`config.mk`:
```
export PLATFORM = sky130hd
export DESIGN_NAME = sleep_mode_controller
export DESIGN_NICKNAME = d
export VERILOG_FILES = /design/src/core/sleep_ctrl_pkg.sv /design/src/core/sleep_mode_controller.sv /design/src/core/wake_delay_counter.sv
export VERILOG_INCLUDE_DIRS = /design/src /design/src/core
export SDC_FILE = /design/constraint.sdc
export NUM_CORES = 1
export LEC_CHECK = 0
export BUFFER_PORTS_ARGS = -buffer_cell sky130_fd_sc_hd__buf_2
export CAP_MARGIN = 20
export CORE_MARGIN = 2
export CORE_UTILIZATION = 45
export DETAILED_ROUTE_END_ITERATION = 12
export GPL_ROUTABILITY_DRIVEN = 0
export GPL_TIMING_DRIVEN = 1
export MAX_ROUTING_LAYER = met4
export PLACE_DENSITY_LB_ADDON = 0.1
export SETUP_SLACK_MARGIN = 0.5
export SLEW_MARGIN = 10
export SYNTH_ARGS = -nofsm -noshare
export SYNTH_HDL_FRONTEND = slang
export SYNTH_SLANG_ARGS = --single-unit
```
`constraint.sdc`:
```
create_clock -name clk_sys -period 2.1 [get_ports clk_sys]
set_input_delay 0.42 -clock clk_sys [delete_from_list [all_inputs] [get_ports clk_sys]]
set_output_delay 0.42 -clock clk_sys [all_outputs]
set_load 0.01 [all_outputs]
```
`src/core/sleep_ctrl_map.svh`:
```
// sleep_ctrl_map.svh: offsets, field positions, reset values, timing counts
// assumes: included by bare name from the package only; design files use its macros through it
`ifndef SLEEP_CTRL_MAP_SVH
`define SLEEP_CTRL_MAP_SVH

`define SLP_ADDR_CONTROL    4'h0
`define SLP_ADDR_STATUS     4'h1
`define SLP_ADDR_W          4
`define SLP_CTRL_RESET      8'h00
`define SLP_EN_BIT          0
`define SLP_MODE_LSB        1
`define SLP_MODE_MSB        3
`define SLP_MODE_IDLE       3'h0
`define SLP_MODE_NOISE      3'h1
`define SLP_MODE_PDOWN      3'h2
`define SLP_MODE_PSAVE      3'h3
`define SLP_MODE_STANDBY    3'h6
`define SLP_HALT_CYCLES     4
`define SLP_STANDBY_CYCLES  6
`define SLP_RESTART_DEFAULT 16

`endif

```
`src/core/sleep_ctrl_pkg.sv`:
```
// sleep_ctrl_pkg.sv: types shared by the sleep controller files
// assumes: sleep_ctrl_map.svh is on the include path
`include "sleep_ctrl_map.svh"

package sleep_ctrl_pkg;

  // controller sequence states, one-hot
  typedef enum logic [4:0] {
    ST_RUN     = 5'b00001,
    ST_SLEEP   = 5'b00010,
    ST_RESTART = 5'b00100,
    ST_HALT    = 5'b01000,
    ST_RESUME  = 5'b10000
  } sleep_state_t;

  typedef logic [2:0] sleep_mode_t;

endpackage : sleep_ctrl_pkg

```
`src/core/sleep_mode_controller.sv`:
```
// sleep_mode_controller.sv: sleep mode control register, clock gating and
// wake-up sequencing for the 8-bit core
// assumes: core, interrupt system and same-domain wake sources share clk_sys; wake
// inputs from pins and async logic are synchronised here
// What the document requires
// RQ1: sleep happens only with enable bit set and a sleep instruction.
// RQ2: mode codes idle 000, noise 001, pdown 010, psave 011, standby 110.
// RQ3: after interrupt wake, core halts four cycles beyond start-up time.
// RQ4: register file and memory stay intact through sleep and wake.
// RQ5: reset during sleep wakes device and restarts at reset vector.
// RQ6: control register bits 7..4 always read zero.
// RQ7: software sets enable just before sleeping and clears after waking.
// RQ8: idle stops only core and flash clocks; others keep running.
// RQ9: in idle any enabled interrupt wakes the device.
// RQ10: entering idle or noise mode starts a conversion if enabled.
// RQ11: noise mode stops io, core, flash clocks; converter, async run.
// RQ12: noise mode wakes only from its listed sources.
// RQ13: power-down stops all generated clocks and main oscillator.
// RQ14: power-down wakes only from resets, watchdog, address match, levels; the code also wakes on pin change.
// RQ15: power-down wake waits the fuse-selected clock restart period.
// RQ16: level wake sources hold their level long enough to be seen.
// RQ17: power-save is power-down with timer 2, async clock, oscillator.
// RQ18: power-save timer 2 wakes only with its enable and global enable.
// RQ19: power-save stops timer oscillator or main clock per timer 2 mode.
// RQ20: standby needs crystal option; keeps oscillator; wakes in six cycles.
// RQ21: in deeper modes external pins wake only via level interrupts; the code also wakes on pin change.
// RQ22: sleep with enable clear or reserved code acts as no-operation.
//
// Added by the designer: the placing of the registers and the plain strobed port.
module sleep_mode_controller
  import sleep_ctrl_pkg::*;
#(
  parameter int RESTART_CYCLES = `SLP_RESTART_DEFAULT,
  parameter int CNT_W          = 16
) (
  input  wire logic       clk_sys,
  input  wire logic       rst,
  // register port
  input  wire logic [3:0] reg_addr,
  input  wire logic [7:0] reg_wdata,
  input  wire logic       reg_wr,
  input  wire logic       reg_rd,
  output logic      [7:0] reg_rdata,
  // core side
  input  wire logic       sleep_instr,
  input  wire logic       global_irq_en,
  input  wire logic       crystal_option,
  input  wire logic       timer2_async,
  input  wire logic       timer2_enabled,
  input  wire logic       converter_enabled,
  input  wire logic       irq_pending_any,
  output logic            core_halt,
  output logic            wake_to_irq,
  output logic            wake_to_reset,
  output logic            conversion_start,
  // wake sources from async logic and pins
  input  wire logic       ext_reset_wake,
  input  wire logic       watchdog_reset,
  input  wire logic       watchdog_irq,
  input  wire logic       brownout_reset,
  input  wire logic       address_match_irq,
  input  wire logic       level_irq_zero,
  input  wire logic       level_irq_one,
  input  wire logic       edge_irq_zero,
  input  wire logic       edge_irq_one,
  input  wire logic       pin_change_irq,
  // same-domain wake sources
  input  wire logic       conversion_done_irq,
  input  wire logic       timer2_irq,
  input  wire logic       timer2_irq_mask,
  input  wire logic       store_ready_irq,
  // clock domain and oscillator enables
  output logic            core_clock_domain,
  output logic            flash_clock_domain,
  output logic            io_clock_domain,
  output logic            converter_clock_domain,
  output logic            async_clock_domain,
  output logic            main_osc_en,
  output logic            timer_osc_en
);

  localparam int NSYNC = 10;
  localparam logic [7:0] CTRL_RST = `SLP_CTRL_RESET;
  localparam logic [CNT_W-1:0] HALT_CNT =
    CNT_W'(`SLP_HALT_CYCLES);
  localparam logic [CNT_W-1:0] STANDBY_CNT =
    CNT_W'(`SLP_STANDBY_CYCLES);
  localparam logic [CNT_W-1:0] RESTART_CNT = CNT_W'(RESTART_CYCLES);

  sleep_state_t state_reg;
  sleep_state_t state_next;
  logic         sleep_en_reg;
  sleep_mode_t  mode_field_reg;
  sleep_mode_t  active_mode_reg;
  logic         reset_wake_reg;
  logic [7:0]   reg_rdata_reg;
  logic [NSYNC-1:0] sync_a_reg;
  logic [NSYNC-1:0] sync_b_reg;
  logic [NSYNC-1:0] async_in;
  logic         mode_valid;
  logic         enter_sleep;
  logic         reset_src;
  logic         wake_any;
  logic         cnt_load;
  logic [CNT_W-1:0] cnt_value;
  logic         cnt_done;
  logic         deep_mode;

  // pin and async-logic inputs, two flops before use
  assign async_in = {ext_reset_wake, watchdog_reset, watchdog_irq,
                     brownout_reset, address_match_irq, level_irq_zero,
                     level_irq_one, edge_irq_zero, edge_irq_one,
                     pin_change_irq};

  always_ff @(posedge clk_sys or posedge rst) begin
    if (rst) begin
      sync_a_reg <= '0;
      sync_b_reg <= '0;
    end else begin
      sync_a_reg <= async_in;
      sync_b_reg <= sync_a_reg;
    end
  end

  // names for the synchronised copies
  logic s_ext_rst, s_wdt_rst, s_wdt_irq, s_bod, s_addr;
  logic s_lvl0, s_lvl1, s_edge0, s_edge1, s_pcint;
  assign {s_ext_rst, s_wdt_rst, s_wdt_irq, s_bod, s_addr,
          s_lvl0, s_lvl1, s_edge0, s_edge1, s_pcint} = sync_b_reg;

  // reserved codes never enter sleep; standby needs a crystal option
  always_comb begin
    case (mode_field_reg)
      `SLP_MODE_IDLE, `SLP_MODE_NOISE,
      `SLP_MODE_PDOWN, `SLP_MODE_PSAVE: mode_valid = 1'b1; // [RQ2]
      `SLP_MODE_STANDBY: mode_valid = crystal_option; // [RQ20]
      default: mode_valid = 1'b0; // [RQ22]
    endcase
  end

  assign enter_sleep = (state_reg == ST_RUN) && sleep_instr &&
                       sleep_en_reg && mode_valid; // [RQ1] [RQ22]

  // control register: software write steers mode and enable
  always_ff @(posedge clk_sys or posedge rst) begin
    if (rst) begin
      sleep_en_reg   <= CTRL_RST[`SLP_EN_BIT];
      mode_field_reg <= CTRL_RST[`SLP_MODE_MSB:`SLP_MODE_LSB];
    end else if (reg_wr && reg_addr == `SLP_ADDR_CONTROL) begin
      sleep_en_reg   <= reg_wdata[`SLP_EN_BIT];
      mode_field_reg <= reg_wdata[`SLP_MODE_MSB:`SLP_MODE_LSB];
    end
  end

  // read data valid the cycle after the read strobe; unmapped reads zero
  always_ff @(posedge clk_sys or posedge rst) begin
    if (rst) begin
      reg_rdata_reg <= 8'h00;
    end else if (reg_rd) begin
      if (reg_addr == `SLP_ADDR_CONTROL) begin
        reg_rdata_reg <= {4'h0, mode_field_reg, sleep_en_reg}; // [RQ6]
      end else if (reg_addr == `SLP_ADDR_STATUS) begin
        reg_rdata_reg <= {active_mode_reg, state_reg};
      end else begin
        reg_rdata_reg <= 8'h00;
      end
    end else begin
      reg_rdata_reg <= 8'h00;
    end
  end
  assign reg_rdata = reg_rdata_reg;

  // resets always wake and send the core to the reset vector
  assign reset_src = s_ext_rst | s_wdt_rst | s_bod; // [RQ5]

  // wake source filter per mode
  always_comb begin
    case (active_mode_reg)
      `SLP_MODE_IDLE:
        wake_any = irq_pending_any | reset_src | s_wdt_irq | s_addr |
                   s_lvl0 | s_lvl1 | s_edge0 | s_edge1 | s_pcint |
                   timer2_irq | conversion_done_irq |
                   store_ready_irq; // [RQ9]
      `SLP_MODE_NOISE:
        wake_any = conversion_done_irq | reset_src | s_wdt_irq |
                   s_addr | timer2_irq | store_ready_irq |
                   s_lvl0 | s_lvl1 | s_pcint; // [RQ12] [RQ21]
      `SLP_MODE_PSAVE:
        wake_any = reset_src | s_wdt_irq | s_addr | s_lvl0 | s_lvl1 |
                   s_pcint | (timer2_irq && timer2_irq_mask &&
                   global_irq_en); // [RQ18] [RQ21]
      default:
        wake_any = reset_src | s_wdt_irq | s_addr | s_lvl0 | s_lvl1 |
                   s_pcint; // [RQ14] [RQ21]
    endcase
  end

  // power-down, and power-save with timer 2 async, take the restart period
  assign deep_mode = (active_mode_reg == `SLP_MODE_PDOWN) ||
                     (active_mode_reg == `SLP_MODE_PSAVE &&
                      timer2_async);

  // restart delay chosen by mode, then a fixed halt before resuming
  always_comb begin
    cnt_load  = 1'b0;
    cnt_value = '0;
    if (state_reg == ST_SLEEP && wake_any) begin
      cnt_load = 1'b1;
      if (deep_mode) begin
        cnt_value = RESTART_CNT; // [RQ15]
      end else if (active_mode_reg == `SLP_MODE_STANDBY) begin
        cnt_value = STANDBY_CNT; // [RQ20]
      end else begin
        cnt_value = CNT_W'(1);
      end
    end else if (state_reg == ST_RESTART && cnt_done) begin
      cnt_load  = 1'b1;
      cnt_value = HALT_CNT; // [RQ3]
    end
  end

  wake_delay_counter #(
    .CNT_W      (CNT_W)
  ) u_delay (
    .clk_sys    (clk_sys),
    .rst        (rst),
    .load       (cnt_load),
    .load_value (cnt_value),
    .done       (cnt_done)
  );

  // sequence: run, sleep, clock restart, halt, resume
  always_comb begin
    state_next = state_reg;
    case (state_reg)
      ST_RUN:     if (enter_sleep) state_next = ST_SLEEP;
      ST_SLEEP:   if (wake_any) state_next = ST_RESTART;
      ST_RESTART: if (cnt_done) state_next = ST_HALT;
      ST_HALT:    if (cnt_done) state_next = ST_RESUME; // [RQ3]
      ST_RESUME:  state_next = ST_RUN;
      default:    state_next = ST_RUN;
    endcase
  end

  always_ff @(posedge clk_sys or posedge rst) begin
    if (rst) begin
      state_reg <= ST_RUN;
    end else begin
      state_reg <= state_next;
    end
  end

  // latch the mode at entry so mid-sleep writes cannot change gating
  always_ff @(posedge clk_sys or posedge rst) begin
    if (rst) begin
      active_mode_reg <= `SLP_MODE_IDLE;
    end else if (enter_sleep) begin
      active_mode_reg <= mode_field_reg; // [RQ1]
    end
  end

  // remember whether a reset caused the wake
  always_ff @(posedge clk_sys or posedge rst) begin
    if (rst) begin
      reset_wake_reg <= 1'b0;
    end else if (state_reg == ST_SLEEP && wake_any) begin
      reset_wake_reg <= reset_src; // [RQ5]
    end else if (state_reg == ST_RUN) begin
      reset_wake_reg <= 1'b0;
    end
  end

  // resume pulses: interrupt routine or reset vector
  always_ff @(posedge clk_sys or posedge rst) begin
    if (rst) begin
      wake_to_irq   <= 1'b0;
      wake_to_reset <= 1'b0;
    end else begin
      wake_to_irq   <= state_next == ST_RESUME && !reset_wake_reg; // [RQ3]
      wake_to_reset <= state_next == ST_RESUME && reset_wake_reg; // [RQ5]
    end
  end

  // converter auto-start on entry into idle or noise mode
  always_ff @(posedge clk_sys or posedge rst) begin
    if (rst) begin
      conversion_start <= 1'b0;
    end else begin
      conversion_start <= enter_sleep && converter_enabled &&
        (mode_field_reg == `SLP_MODE_IDLE ||
         mode_field_reg == `SLP_MODE_NOISE); // [RQ10]
    end
  end

  // core halted from entry until resume; state is held, never cleared
  assign core_halt = (state_reg != ST_RUN); // [RQ4]

  // clock gating per mode while asleep; everything runs otherwise
  always_ff @(posedge clk_sys or posedge rst) begin
    if (rst) begin
      core_clock_domain      <= 1'b1;
      flash_clock_domain     <= 1'b1;
      io_clock_domain        <= 1'b1;
      converter_clock_domain <= 1'b1;
      async_clock_domain     <= 1'b1;
      main_osc_en            <= 1'b1;
      timer_osc_en           <= 1'b1;
    end else if (state_next == ST_SLEEP) begin
      core_clock_domain  <= 1'b0; // [RQ8]
      flash_clock_domain <= 1'b0;
      case (enter_sleep ? mode_field_reg : active_mode_reg)
        `SLP_MODE_IDLE: begin
          io_clock_domain        <= 1'b1; // [RQ8]
          converter_clock_domain <= 1'b1;
          async_clock_domain     <= 1'b1;
          main_osc_en            <= 1'b1;
          timer_osc_en           <= timer2_async;
        end
        `SLP_MODE_NOISE: begin
          io_clock_domain        <= 1'b0; // [RQ11]
          converter_clock_domain <= 1'b1;
          async_clock_domain     <= 1'b1;
          main_osc_en            <= 1'b1;
          timer_osc_en           <= timer2_async;
        end
        `SLP_MODE_PSAVE: begin
          io_clock_domain        <= 1'b0; // [RQ17]
          converter_clock_domain <= 1'b0;
          async_clock_domain     <= 1'b1;
          // sync timer keeps main clock, async keeps oscillator
          main_osc_en            <= timer2_enabled && !timer2_async;
          timer_osc_en           <= timer2_async; // [RQ19]
        end
        `SLP_MODE_STANDBY: begin
          io_clock_domain        <= 1'b0;
          converter_clock_domain <= 1'b0;
          async_clock_domain     <= 1'b0;
          main_osc_en            <= 1'b1; // [RQ20]
          timer_osc_en           <= 1'b0;
        end
        default: begin
          io_clock_domain        <= 1'b0; // [RQ13]
          converter_clock_domain <= 1'b0;
          async_clock_domain     <= 1'b0;
          main_osc_en            <= 1'b0;
          timer_osc_en           <= 1'b0;
        end
      endcase
    end else begin
      // restart: oscillators and all domains back on together once sleep ends
      main_osc_en            <= 1'b1;
      timer_osc_en           <= 1'b1;
      io_clock_domain        <= 1'b1;
      converter_clock_domain <= 1'b1;
      async_clock_domain     <= 1'b1;
      core_clock_domain      <= 1'b1;
      flash_clock_domain     <= 1'b1;
    end
  end

endmodule : sleep_mode_controller

```
`src/core/wake_delay_counter.sv`:
```
// wake_delay_counter.sv: loadable down-counter timing the wake-up delays
// assumes: same clock domain as the sleep controller, load and count
// never asked for in the same cycle by the caller
module wake_delay_counter #(
  parameter int CNT_W = 16
) (
  input  wire logic             clk_sys,
  input  wire logic             rst,
  input  wire logic             load,
  input  wire logic [CNT_W-1:0] load_value,
  output logic                  done
);

  logic [CNT_W-1:0] count_reg;

  // load wins over counting; stops at zero
  always_ff @(posedge clk_sys or posedge rst) begin
    if (rst) begin
      count_reg <= '0;
    end else if (load) begin
      count_reg <= load_value;
    end else if (count_reg != '0) begin
      count_reg <= count_reg - CNT_W'(1);
    end
  end

  // done reads the count only: the caller's load is decoded from done,
  // so folding load back in here would close a combinational loop
  assign done = (count_reg == '0);

endmodule : wake_delay_counter

```
==> flow_summary.ini <==
[drt]
dr_wl_met3_um = 284
wl_met2_mm = 3.08
top_layer = met4
wl_per_cell_um = 15.3
drt-initial-drc-count = 157
vias = 2198
dr.pass1.iters = 4
routed_wl_mm = 6.28
vias_per_cell = 5.36
met1Wirelength_mm = 2.84
drc = 0
antenna_left = 0

[yosys]
synth.most_common_cell = dfrtp_1
synth_top_family_by_area = simple AND/OR/NAND/NOR gates
synth.area.top_cells = dfrtp_1, dfstp_2, mux2i_1
synthAdderAreaFrac = 0.00447
synth_top_area_cell = dfrtp_1
yosys_warnings = 0
synth-compound-area-share = 0.105
synth_area_per_cell_um2 = 11.5
synthMuxAreaShare = 0.0625
synth_fp_nets = 281
synth.distinct_cells = 51
async_flop_share = 1.00
netlist_area_um2 = 2800
synth_edf_count = 0
synthFlopType = dfrtp_1
netlist_instances = 243
yosys-top-cells-count = dfrtp_1, nor2_1, nand2_1
synth_top_area_frac = 0.527
synth-xor-area-share = 0.0219
synth_seq_area_share = 0.593
synth-simple-area-share = 0.186
ys_ff_latch = 66

[floorplan]
die_w_um = 82.9
core_um2 = 5960
initial_core_util = 0.470
die_h_um = 82.9
io_pins = 56
row_count = 28
die_area_um2 = 6870

[status]
outcome = completed

[place]
io_buffers = 51
numPlacedInstances = 366
dpl-instance-area_um2 = 3180
dpl.hpwl_mm = 3.82

[pwr]
internal_power_mw = 2.86
swShare = 0.350
ir_worst_vdd_v = 0.000710
power_mw = 4.40
p_clk_frac = 0.247
p_seq_frac = 0.408
power_density_nw_per_um2 = 1140
p_leak_nw = 1.74
switchingPower_mw = 1.54
p_comb_frac = 0.345

[clocking]
numCtsBuffers = 9
cts_buffer_depth = 2
cts.sinks = 66
tritoncts = yes
htreeDepth = 3
clock_latency_ps = 330
clkTransAtPathRegs_ps = 70
hold_buffers = 0
root_buffer = clkbuf_8

[finish]
antenna-diode-count = 0
layout-drive-gt1-share = 0.496
area_delta_synth_final_pct = 37.2
instances_no_fill = 410
largest_reg_flops = 16
final_cell_area_um2 = 3840
nNetsFinal = 368

[global_routing]
grt_max_degree = 44
antenna_found_initial = 0
grt_pass1_wl_mm = 9.82
grt.total_usage = 0.185
globalRouteOverflowTotal = 0
grt_pass1_vias = 2060

[critical_path]
critical_path_class = reg2reg
critical_path.endpoint_type = register
required_ps = 2310
arrival_ps = 1920
critPathLaunchType = register
crit_fanout = 4

[timing]
fmax_mhz = 583
worst_slew_pin_slew_ps = 520
maxSlewHeadroom = 0.653
tns_ps = 0
fin_skew_ps = 10.8
hold_violations = 0
period_share = 0.816
fin_hold_ws_ps = 118
setup_viol = 0
fin_crit_ps = 1710
rsz0062_at_grt = yes
slew_viol_final = 0

[worst_hold_path]
worstHoldPathType = in2async

[job]
cap_violations = 0
[routing by layer]
metal	global-route usage	up-vias
met5	-	-
met4	0.0790	0
met3	0.0398	10
met2	0.271	68
met1	0.249	1086
li1	-	1034
[timing repair]
item	CTS	global route
setup buffers	17	11
hold endpoints to repair	0	0
pin swaps	8	24
endpoints found under the setup margin	30	29
gates resized for setup	28	32
[stage by stage]
| stage | setup WS (ps) | utilization |
|---|---|---|
| 6_report | 386 | 0.646 |
| 5_1_grt | 338 | 0.646 |
| 4_1_cts | 453 | 0.610 |
| 3_5_place_dp | 246 | 0.534 |
| 3_3_place_gp | 286 | 0.534 |
| 2_1_floorplan | 426 | - |
[critical path: stages (launching register included)]
cell     delay [ps]
dfrtp_2         430
inv_2            80
ha_4            130
nor2b_4         200
nand3_2         150
nor3_2          280
a22oi_2          90
nor4_1          240
[area by class of cell]
| class | instances | area (um2) |
|---|---|---|
| repair buffers | 84 | 541 |
| flip-flops and latches | 66 | 1670 |
| multi-input cells | 160 | 1290 |
| inverters | 9 | 42.5 |
| fillers | 468 | 2110 |
| well taps | 75 | 93.8 |
| clock inverters | 5 | 52.6 |
| clock buffers | 11 | 151 |
[cells by family (layout without fill, tap and decap cells)]
group                    after synthesis  after routing
adder cells (fa/ha/maj)                1              1
multiplexers                          17             17
flip-flops                            66             66
buffers and inverters                 17            109
AND/OR/NAND/NOR                       95             95
XOR/XNOR                               7              7
AO/OA/AOI/OAI                         40             40
[cells in the final DEF (no fill, tap or decap), drive strengths merged, types with 2 or more instances in the layout]
master,instances
clkbuf,11
a21boi,2
a31o,2
and2,4
a21o,4
dfrtp,59
nor2b,6
clkinvlp,2
nor4,5
clkinv,3
o21ai,4
dfstp,7
nor2,26
a21oi,10
nand2b,2
mux2i,13
a211o,2
o22ai,2
a2111oi,2
a211oi,5
mux2,4
nand2,16
buf,84
nand3b,5
xnor2,6
nor3,10
and3,8
nand3,7
inv,8
[worst paths after layout]
path / startpoint / to / depth (start not counted) / slack (ps)
max in group asynchronous: rst / state_reg[0] / 3 / 1350
hold reg to reg: sync_a_reg[3] / sync_b_reg[3] / 0 / 350
min in group clk_sys: level_irq_one / sync_a_reg[3] / 1 / 190
hold / removal: rst / sync_a_reg[7] / 2 / 120
setup reg to reg: u_delay.count_reg[1] / state_reg[3] / 7 / 390
setup / recovery: u_delay.count_reg[1] / state_reg[3] / 7 / 390
[power by group through the flow]
stage	Combinational [mW]	Clock [mW]	Sequential (mW)
finish	1.52	1.09	1.79
global route	1.65	1.18	1.82
CTS	1.26	1.11	1.76
detailed placement	0.962	0	1.78
global placement	0.946	0	1.77
floorplan	0.751	0	1.72
Note: power is estimated with default switching activity, not from simulation.
